### src/oss_pkg.sv
// Package: constants, states and carriers for the oscillator switch sequencer
package oss_pkg;
    // ******************************************************************
    // Unlock and relock keys
    // ******************************************************************
    localparam logic [31:0] KEY_FIRST = 32'hAA996655;
    localparam logic [31:0] KEY_SECOND = 32'h556699AA;
    localparam logic [31:0] KEY_RELOCK = 32'h00000000;

    // ******************************************************************
    // Field layout, reset values, timing
    // ******************************************************************
    localparam int SRC_W = 3;
    localparam int NSRC = 8;
    localparam logic [2:0] SRC_RESET = 3'h0;
    // Source 0 is the one running out of reset
    localparam logic [7:0] EN_RESET = 8'h01;
    localparam int NEW_CLK_WAIT = 10;
    localparam logic [3:0] WAIT_LAST = 4'(NEW_CLK_WAIT - 1);
    localparam logic [3:0] WAIT_ZERO = 4'h0;
    localparam logic [3:0] WAIT_ONE = 4'h1;

    typedef logic [2:0] oss_src_t;

    typedef enum logic [2:0] {
        ST_IDLE = 3'b000,
        ST_CHECK = 3'b001,
        ST_START = 3'b010,
        ST_READY = 3'b011,
        ST_COUNT = 3'b100,
        ST_DONE = 3'b101
    } oss_state_e;

    typedef enum logic [1:0] {
        KS_LOCKED = 2'b00,
        KS_HALF = 2'b01,
        KS_OPEN = 2'b10
    } oss_key_e;

    // Control register write from software
    typedef struct packed {
        logic wr;
        oss_src_t requested_source_select;
        logic set_switch;
        logic freeze_wr;
        logic freeze_val;
    } oss_ctrl_wr_s;

    // Running status and configuration of each oscillator
    typedef struct packed {
        logic [NSRC-1:0] running;
        logic [NSRC-1:0] needs_xtal;
        logic [NSRC-1:0] uses_pll;
        logic [NSRC-1:0] keep_on;
    } oss_osc_info_s;
endpackage

### src/oss_top.sv
// Module: oscillator switch sequencer with key lock and freeze
module oss_top (
    // Clock and reset
    input wire logic CLOCK,
    input wire logic RST_N,
    // Key and control writes
    input wire logic KEY_WR,
    input wire logic [31:0] KEY_DATA,
    input wire oss_pkg::oss_ctrl_wr_s CTRL_WR,
    // Oscillator status, from other clock domains
    input wire oss_pkg::oss_osc_info_s OSC_INFO,
    input wire logic OST_EXPIRED,
    input wire logic PLL_LOCK,
    input wire logic NEW_CLK_TICK,
    input wire logic FAIL_DETECT,
    // Control and status outputs
    output logic [2:0] CURRENT_SOURCE_SELECT,
    output logic [2:0] REQUESTED_SOURCE_SELECT,
    output logic SWITCH_REQUEST_BIT,
    output logic CLOCK_FAILURE_FLAG,
    output logic PLL_SETTLED,
    output logic UNLOCKED,
    output logic CLOCK_SELECT_FREEZE,
    output logic [7:0] OSC_ENABLE,
    output logic SWITCH_BUSY
);
    // ******************************************************************
    // Input synchronisers
    // ******************************************************************
    logic [3:0] s1_q, s2_q;
    logic s3_q;
    logic tick_rise;
    always_ff @(posedge CLOCK or negedge RST_N) begin
        if (!RST_N) begin
            s1_q <= 4'h0;
            s2_q <= 4'h0;
            s3_q <= 1'b0;
        end else begin
            s1_q <= {NEW_CLK_TICK, FAIL_DETECT, PLL_LOCK, OST_EXPIRED};
            s2_q <= s1_q;
            s3_q <= s2_q[3];
        end
    end
    wire ost_ok = s2_q[0];
    wire pll_ok = s2_q[1];
    wire fail_in = s2_q[2];
    // New clock is sampled, so each of its rising edges is one tick here
    assign tick_rise = s2_q[3] & ~s3_q;

    logic [7:0] run_s1_q, run_s2_q;
    always_ff @(posedge CLOCK or negedge RST_N) begin
        if (!RST_N) begin
            run_s1_q <= 8'h00;
            run_s2_q <= 8'h00;
        end else begin
            run_s1_q <= OSC_INFO.running;
            run_s2_q <= run_s1_q;
        end
    end

    // ******************************************************************
    // Key lock
    // ******************************************************************
    oss_pkg::oss_key_e key_q, key_d;
    logic unl_q, unl_d;
    always_comb begin
        key_d = key_q;
        if (KEY_WR) begin
            if (KEY_DATA == oss_pkg::KEY_RELOCK)
                key_d = oss_pkg::KS_LOCKED;
            else if (key_q == oss_pkg::KS_LOCKED && KEY_DATA == oss_pkg::KEY_FIRST)
                key_d = oss_pkg::KS_HALF;
            else if (key_q == oss_pkg::KS_HALF && KEY_DATA == oss_pkg::KEY_SECOND)
                key_d = oss_pkg::KS_OPEN;
            else
                key_d = oss_pkg::KS_LOCKED;
        end
        // Status port comes straight from a flop, so decode the next state
        unl_d = (key_d == oss_pkg::KS_OPEN);
    end
    always_ff @(posedge CLOCK or negedge RST_N) begin
        if (!RST_N) begin
            key_q <= oss_pkg::KS_LOCKED;
            unl_q <= 1'b0;
        end else begin
            key_q <= key_d;
            unl_q <= unl_d;
        end
    end
    wire wr_ok = CTRL_WR.wr && key_q == oss_pkg::KS_OPEN;

    // ******************************************************************
    // Switch sequencer
    // ******************************************************************
    oss_pkg::oss_state_e st_q, st_d;
    logic [2:0] cur_q, cur_d, req_q, req_d, old_q, old_d;
    logic sw_q, sw_d, cf_q, cf_d, pll_q, pll_d, frz_q, frz_d;
    logic [3:0] cnt_q, cnt_d;
    logic [7:0] en_q, en_d;
    logic busy_q, busy_d;
    always_comb begin
        st_d = st_q;
        cur_d = cur_q;
        req_d = req_q;
        old_d = old_q;
        sw_d = sw_q;
        cnt_d = cnt_q;
        en_d = en_q;
        frz_d = frz_q;
        cf_d = cf_q | fail_in;
        pll_d = pll_ok;
        if (wr_ok) begin
            if (!frz_q && st_q == oss_pkg::ST_IDLE)
                req_d = CTRL_WR.requested_source_select;
            if (CTRL_WR.set_switch && !frz_q)
                sw_d = 1'b1;
            if (CTRL_WR.freeze_wr)
                frz_d = CTRL_WR.freeze_val | frz_q;
        end
        case (st_q)
            oss_pkg::ST_IDLE: begin
                if (sw_q) st_d = oss_pkg::ST_CHECK;
            end
            oss_pkg::ST_CHECK: begin
                if (cur_q == req_q) begin
                    sw_d = 1'b0;
                    st_d = oss_pkg::ST_IDLE;
                end else begin
                    cf_d = 1'b0;
                    pll_d = 1'b0;
                    old_d = cur_q;
                    st_d = oss_pkg::ST_START;
                end
            end
            oss_pkg::ST_START: begin
                pll_d = 1'b0;
                if (!run_s2_q[req_q]) en_d[req_q] = 1'b1;
                st_d = oss_pkg::ST_READY;
            end
            oss_pkg::ST_READY: begin
                if ((!OSC_INFO.needs_xtal[req_q] || ost_ok) &&
                    (!OSC_INFO.uses_pll[req_q] || pll_ok)) begin
                    cnt_d = oss_pkg::WAIT_ZERO;
                    st_d = oss_pkg::ST_COUNT;
                end
            end
            oss_pkg::ST_COUNT: begin
                if (tick_rise) begin
                    cnt_d = cnt_q + oss_pkg::WAIT_ONE;
                    if (cnt_q == oss_pkg::WAIT_LAST) st_d = oss_pkg::ST_DONE;
                end
            end
            oss_pkg::ST_DONE: begin
                cur_d = req_q;
                sw_d = 1'b0;
                if (!OSC_INFO.keep_on[old_q] && old_q != req_q)
                    en_d[old_q] = 1'b0;
                st_d = oss_pkg::ST_IDLE;
            end
            default: st_d = oss_pkg::ST_IDLE;
        endcase
        // Failure events win over the clear at switch start
        if (fail_in) cf_d = 1'b1;
        busy_d = (st_d != oss_pkg::ST_IDLE);
    end
    always_ff @(posedge CLOCK or negedge RST_N) begin
        if (!RST_N) begin
            st_q <= oss_pkg::ST_IDLE;
            cur_q <= oss_pkg::SRC_RESET;
            req_q <= oss_pkg::SRC_RESET;
            old_q <= oss_pkg::SRC_RESET;
            sw_q <= 1'b0;
            cf_q <= 1'b0;
            pll_q <= 1'b0;
            frz_q <= 1'b0;
            cnt_q <= oss_pkg::WAIT_ZERO;
            en_q <= oss_pkg::EN_RESET;
            busy_q <= 1'b0;
        end else begin
            st_q <= st_d;
            cur_q <= cur_d;
            req_q <= req_d;
            old_q <= old_d;
            sw_q <= sw_d;
            cf_q <= cf_d;
            pll_q <= pll_d;
            frz_q <= frz_d;
            cnt_q <= cnt_d;
            en_q <= en_d;
            busy_q <= busy_d;
        end
    end

    // Busy is status only; the processor is never stalled
    assign CURRENT_SOURCE_SELECT = cur_q;
    assign REQUESTED_SOURCE_SELECT = req_q;
    assign SWITCH_REQUEST_BIT = sw_q;
    assign CLOCK_FAILURE_FLAG = cf_q;
    assign PLL_SETTLED = pll_q;
    assign UNLOCKED = unl_q;
    assign CLOCK_SELECT_FREEZE = frz_q;
    assign OSC_ENABLE = en_q;
    assign SWITCH_BUSY = busy_q;
endmodule

### config.mk
export PLATFORM = sky130hd
export DESIGN_NAME = oss_top
export DESIGN_NICKNAME = d
export VERILOG_FILES = /design/src/oss_pkg.sv /design/src/oss_top.sv
export SDC_FILE = /design/constraint.sdc
export NUM_CORES = 1
export LEC_CHECK = 0
export ABC_AREA = 1
export ABC_CLOCK_PERIOD_IN_PS = 3200
export BUFFER_PORTS_ARGS = -buffer_cell sky130_fd_sc_hd__buf_2
export CORE_MARGIN = 1.5
export CORE_UTILIZATION = 40
export DETAILED_ROUTE_END_ITERATION = 7
export HOLD_SLACK_MARGIN = 0.12
export PLACE_DENSITY_LB_ADDON = 0.1
export SYNTH_ARGS = -nofsm -noshare
export SYNTH_HDL_FRONTEND = slang
export SYNTH_SLANG_ARGS = --single-unit
### constraint.sdc
create_clock -name CLOCK -period 3.2 [get_ports CLOCK]
set_input_delay 0.8 -clock CLOCK [delete_from_list [all_inputs] [get_ports CLOCK]]
set_output_delay 0.8 -clock CLOCK [all_outputs]
set_load 0.02 [all_outputs]
==> results of run 1 <==
power by group through the flow:
stage	registers [mW]	logic (mW)	clock network [mW]
floorplan	1.05	0.463	0
detailed placement	1.02	0.754	0
finish	1.01	0.752	0.677
global placement	1.02	0.743	0
global route	1.03	0.854	0.719
CTS	1.01	0.759	0.692
state kept, by name, summed over array words and instances (netlist names), 4 cells and up:
register and cells:
run_s1_q 8, OSC_ENABLE 8, s1_q 4, cnt_q 4
s2_q 4, run_s2_q 8
cell families (layout without fill, tap and decap cells):
| logic type | Yosys count | after routing |
|---|---|---|
| buffers and inverters | 48 | 153 |
| and+or+nand+nor | 180 | 180 |
| adders and majority gates | 2 | 2 |
| xor gates and xnor gates | 7 | 7 |
| AOI/OAI and AO/OA | 56 | 56 |
| DFF | 57 | 57 |
cell usage in the layout (no fill, tap or decap), drive strengths merged, types with 4 or more instances in the layout:
master	count
nand3	31
o31ai	5
or2	6
dfrtp	56
o21ai	28
nor4	4
nand4	4
nor3	8
xnor2	6
a21oi	13
buf	98
clkbuf	12
nor2	38
nand2	88
inv	39
how the worst min path moves through the flow:
stage / from / end / slack, ns / depth (start not counted)
final: run_s1_q[4] / run_s2_q[4] / 0.34 / 0
after CTS: run_s1_q[4] / run_s2_q[4] / 0.34 / 0
after detailed placement: run_s1_q[4] / run_s2_q[4] / 0.34 / 0
after global routing: run_s1_q[4] / run_s2_q[4] / 0.35 / 0
after global placement: s1_q[0] / s2_q[0] / 0.33 / 0
after floorplan: run_s1_q[0] / run_s2_q[0] / 0.33 / 0
layout make-up:
type,count,area [um^2],area share
Clock buffer,12,155.1,0.04283
Clock inverter,3,40.04,0.01105
Inverter,40,152.6,0.04214
Multi-Input combinational cell,245,1234,0.3406
Sequential cell,57,1428,0.3941
Tap cell,96,120.1,0.03316
Timing Repair Buffer,98,493.0,0.1361
routing by layer:
layer	up-vias	GRT usage	wire, um
li1	1345	-	-
met3	14	0.04524	394
met2	103	0.3116	3260
met1	1193	0.2618	3159
met5	-	0	0
met4	0	0.1023	159
through the flow:
stage	cell area [um^2]	worst slack, ns	hold WS (ns)	util	instances
2_1_floorplan	2898	1.481	0.3312	-	350
3_3_place_gp	3427	1.195	0.3336	0.4962	536
3_5_place_dp	3427	1.146	0.3355	0.4962	536
4_1_cts	3622	1.020	0.3406	0.5245	551
5_1_grt	3622	0.8092	0.3464	0.5245	551
6_report	3622	1.033	0.3362	0.5245	551
==> metrics, run 1 <==
status=finished clean; gpl congestion=between 0.8 and 0.9; H-tree depth=3; IO Count=98; DRC=0; Area Overhead vs Synth=25.00%; WS Path Type=reg -> out; Clock Latency Late Sink=0.34 ns; clock power share=0.278; post-synthesis mux area share=0; worst setup path end=REQUESTED_SOURCE_SELECT[0]; final wirelength=6973 um; via count=2655; CTS hold repair buffers=0; f_max=between 0.4 and 0.5 GHz; Initial Util=0.4196; CP Depth=1; area of the mapped netlist=between 2000 and 3000 um^2; WP data required=2.40 ns; Crit Path Max Fanout=20; NetSw=slightly above 0.9 mW; Critical Path Source=REQUESTED_SOURCE_SELECT[0]; CTS root buffer=clkbuf_8; largest net degree at the start of global routing=58; Pint=between 1.5 and 2 mW; Buf+Inv Stages, Crit Path=1; fin. max-slew vios=0; first-pass GRT wire length=11750 um; setup bufs post-CTS=0; final setup violation count=0; final worst path period need=roughly 2.2 ns; Post-Synthesis Cells=350; YS warnings=0; Worst Reg-to-Reg Cells=11; Post-Synth Adder-Cell Area=0.008636; Die Area=around 7800 um^2; leak pwr=1.850 nW; Row Count=30; Worst Hold Class=reg -> reg; syn nets=430; nets@finish=531; Synth Area in Compound Gates=0.1192; synth top area cells=dfrtp_1, nand2_1, nand3_1; FFs w/ async S/R, synth=1.000; clock buffer count from CTS=9; TritonCTS clock tree=done; CTS Sinks=57; die height=slightly below 90 um; Synth Area in XOR/XNOR=0.02116; Worst Skew=0.01106 ns; Comb power frac=0.308; largest family of logic cells by synthesized area=simple AND/OR/NAND/NOR gates; sequential power share=0.414; period utilisation layout=0.6772; Main synth FF type=dfrtp_1; Antenna Nets Post-Route=0; Avg WL per Cell=about 13 um; die width=88.12 um; delay-heaviest family, CP=flip-flops; reg-to-reg startpoint=REQUESTED_SOURCE_SELECT[0]; FF-to-FF End=cnt_q[3]; Net Sw Frac=0.3751; setup_tns=0 ns; vias in the first global route=2596; Post-synth EDFFs=0; actual slew at the worst max-slew pin=0.7087 ns; Synth Area in Simple Gates=0.2768; clk buf depth=2; crit start category=register; Synth area leader=dfrtp_1; initial drt markers=112; Port Buf Inserts=97; GRT Residual Overflow=0; Tot Pwr=2.437 mW; crit path capture type=output pin; Clk pin slew, worst setup/hold paths=0.07 ns; CP peak stage delay=0.74 ns; pwr dens=slightly below 700 nW/um^2; RSZ-0062 raised after global routing=false; post-synth top area share=0.4836; number of synthesized register bits=57; DR pass1 iterations=6; flop2flop setup slack=1.10 ns; share of cells above drive strength 1=0.2879; total core area=6907 um^2; CP max-delay cell=dfrtp_1; most frequent cell after synthesis=nand2_1; sequential share of the synthesized area=0.4927; FILL cells=697; final hold vios=0; Yosys cell types=40; crit-path cells=buf_2; Resized Gates After CTS=0; Synth Area per Inst=between 8 and 9 um^2; hpwl dp=about 5200 um; Arrival @ worst endpoint=1.37 ns; max_cap viols=0; drt via density=4.819; Rel. slew slack=0.5275; global-route usage over all layers=0.2001; initial antenna violation count=0; Synth top cells by count=nand2_1, dfrtp_1, inv_1; ANT cells=0; VDD IR max=0.2952 mV
(Power assumes the default switching activity.)
==> run 2: changes to the inputs <==
--- a/config.mk
+++ b/config.mk
@@ -5,8 +5,8 @@
 export SDC_FILE = /design/constraint.sdc
 export NUM_CORES = 1
 export LEC_CHECK = 0
-export ABC_AREA = 1
-export ABC_CLOCK_PERIOD_IN_PS = 3200
+export ABC_AREA = 0
+export ABC_CLOCK_PERIOD_IN_PS = 2000
 export BUFFER_PORTS_ARGS = -buffer_cell sky130_fd_sc_hd__buf_2
 export CORE_MARGIN = 1.5
 export CORE_UTILIZATION = 40
==> constraint.sdc (replaced) <==
create_clock -name CLOCK -period 2 [get_ports CLOCK]
set_input_delay 0.5 -clock CLOCK [delete_from_list [all_inputs] [get_ports CLOCK]]
set_output_delay 0.5 -clock CLOCK [all_outputs]
set_load 0.02 [all_outputs]
==> metrics, run 2 <==
clock buffer count from CTS=9; Initial Util=0.4112; actual slew at the worst max-slew pin=approximately 0.45 ns; Rel. slew slack=0.7024; Synth top cells by count=dfrtp_1, mux2i_1, nor4bb_1, o21ai_0; RSZ-0062 raised after global routing=false; first-pass GRT wire length=9356 um; pwr dens=901.4 nW/um^2; nets@finish=403; initial antenna violation count=0; Critical Path Source=REQUESTED_SOURCE_SELECT[0]; Comb power frac=0.158; initial drt markers=between 100 and 150; CTS root buffer=clkbuf_8; Crit Path Max Fanout=9; leak pwr=1.592 nW; WP data required=2.22 ns; Synth Area per Inst=12.19 um^2; VDD IR max=~0.53 mV; share of cells above drive strength 1=0.4299; Main synth FF type=dfrtp_1; total core area=6314 um^2; Post-Synthesis Cells=213; f_max=0.5518 GHz; Yosys cell types=44; hpwl dp=4186 um; Net Sw Frac=0.2589; FFs w/ async S/R, synth=1.000; YS warnings=0; vias in the first global route=roughly 2100; CP peak stage delay=0.47 ns; NetSw=0.8075 mW; Worst Hold Class=in -> async; post-synth top area share=0.5398; placed inst area=3218 um^2; period utilisation layout=0.9062; sequential power share=0.428; fin worst setup slack=0.1876 ns; Clk pin slew, worst setup/hold paths=0.07 ns; crit-path cells=buf_4 > mux2i_1 > mux4_2 > o22a_2 > a32o_1; setup_tns=0 ns; Row Count=29; placed cells=389; final worst path period need=between 1.5 and 2 ns; CP max-delay cell=mux4_2; area of the mapped netlist=2596 um^2; max_cap viols=0; Post-synth EDFFs=0; Port Buf Inserts=97; crit start category=register; setup bufs post-CTS=0; status=finished clean; Pint=around 2.3 mW; global-route usage over all layers=0.1680; CTS hold repair buffers=0; via count=2076; clk buf depth=2; Area Overhead vs Synth=33.30%; CTS Sinks=57; drt via density=5.126; GRT Residual Overflow=0; Die Area=6983 um^2; delay-heaviest family, CP=multiplexers; IO Count=98; die width=83.57 um; ANT cells=0; synth top area cells=dfrtp_1, mux2i_1, nor4bb_1; Worst Skew=a little over 0.006 ns; Buf+Inv Stages, Crit Path=1; crit path capture type=register; most frequent cell after synthesis=dfrtp_1; DR pass1 iterations=4; fin. max-slew vios=0; TritonCTS clock tree=done; reg-to-reg startpoint=REQUESTED_SOURCE_SELECT[0]; Avg WL per Cell=13.72 um; clock power share=0.414; hold_ws=0.1656 ns; final hold vios=0; Arrival @ worst endpoint=just over 2 ns; Clock Latency Late Sink=0.33 ns; fin area=3461 um^2; most common cell after layout, fill and taps aside=buf_2; die height=83.57 um; syn nets=293; gpl congestion=0.7520; H-tree depth=3; Antenna Nets Post-Route=0; final setup violation count=0; Finished Layout Cells=about 400; largest net degree at the start of global routing=just under 60; final wirelength=5558 um; Resized Gates After CTS=0; number of synthesized register bits=57; worst setup slack after placement=between 0.15 and 0.2 ns; most frequent cells in the layout=buf_2, dfrtp_1; sequential share of the synthesized area=0.5499; DRC=0; WS Path Type=reg -> reg; Synth area leader=dfrtp_1
[run 2: worst paths after layout]
path | endpoint | slack, ns | cells past startpoint
min | s3_q | 0.17 | 2
max in group asynchronous | OSC_ENABLE[0] | 1.55 | 2
max | st_q[2] | 0.19 | 5
max reg2reg | st_q[2] | 0.19 | 5
min reg2reg | run_s2_q[4] | 0.35 | 0
min in group CLOCK | run_s1_q[6] | 0.27 | 1
[run 2: cells by family after synthesis]
kind of cell               count (synthesis)  synth area share
muxes                                     22           0.09880
xor gates and xnor gates                   9           0.03036
and+or+nand+nor                           66            0.1653
DFF                                       57            0.5499
adders and majority gates                  2          0.009637
buffers and inverters                     15           0.03132
AOI/OAI and AO/OA                         42            0.1147
[run 2: metrics by stage]
stage                     utilization  power (mW)
final                          0.5482       3.120
after global routing           0.5482       3.292
after CTS                      0.5482       3.159
after detailed placement       0.5097       1.855
after global placement         0.5097       1.849
after floorplan                     -       1.640
[run 2: layout make-up]
cell class                      instances  area [um^2]
Fill cell                             567         2853
Multi-Input combinational cell        141         1087
Sequential cell                        57         1428
Clock inverter                          7        118.9
Clock buffer                            9        123.9
Timing Repair Buffer                  109        588.1
Tap cell                               77        96.34
Inverter                                5        18.77
[run 2: layer usage]
metal  up-vias  track usage  wire length, um
li1       1018            -                -
met1       966       0.2287             2643
met2        81       0.2566             2459
met3        11      0.04154              367
met4         0      0.07154               88
met5         -            0                0
[run 2: power groups by stage]
stage	clock [mW]	combinational [mW]	sequential, mW
final	1.29	0.493	1.34
after global routing	1.38	0.562	1.35
after CTS	1.32	0.499	1.34
after detailed placement	0	0.498	1.36
after global placement	0	0.495	1.35
after floorplan	0	0.285	1.35
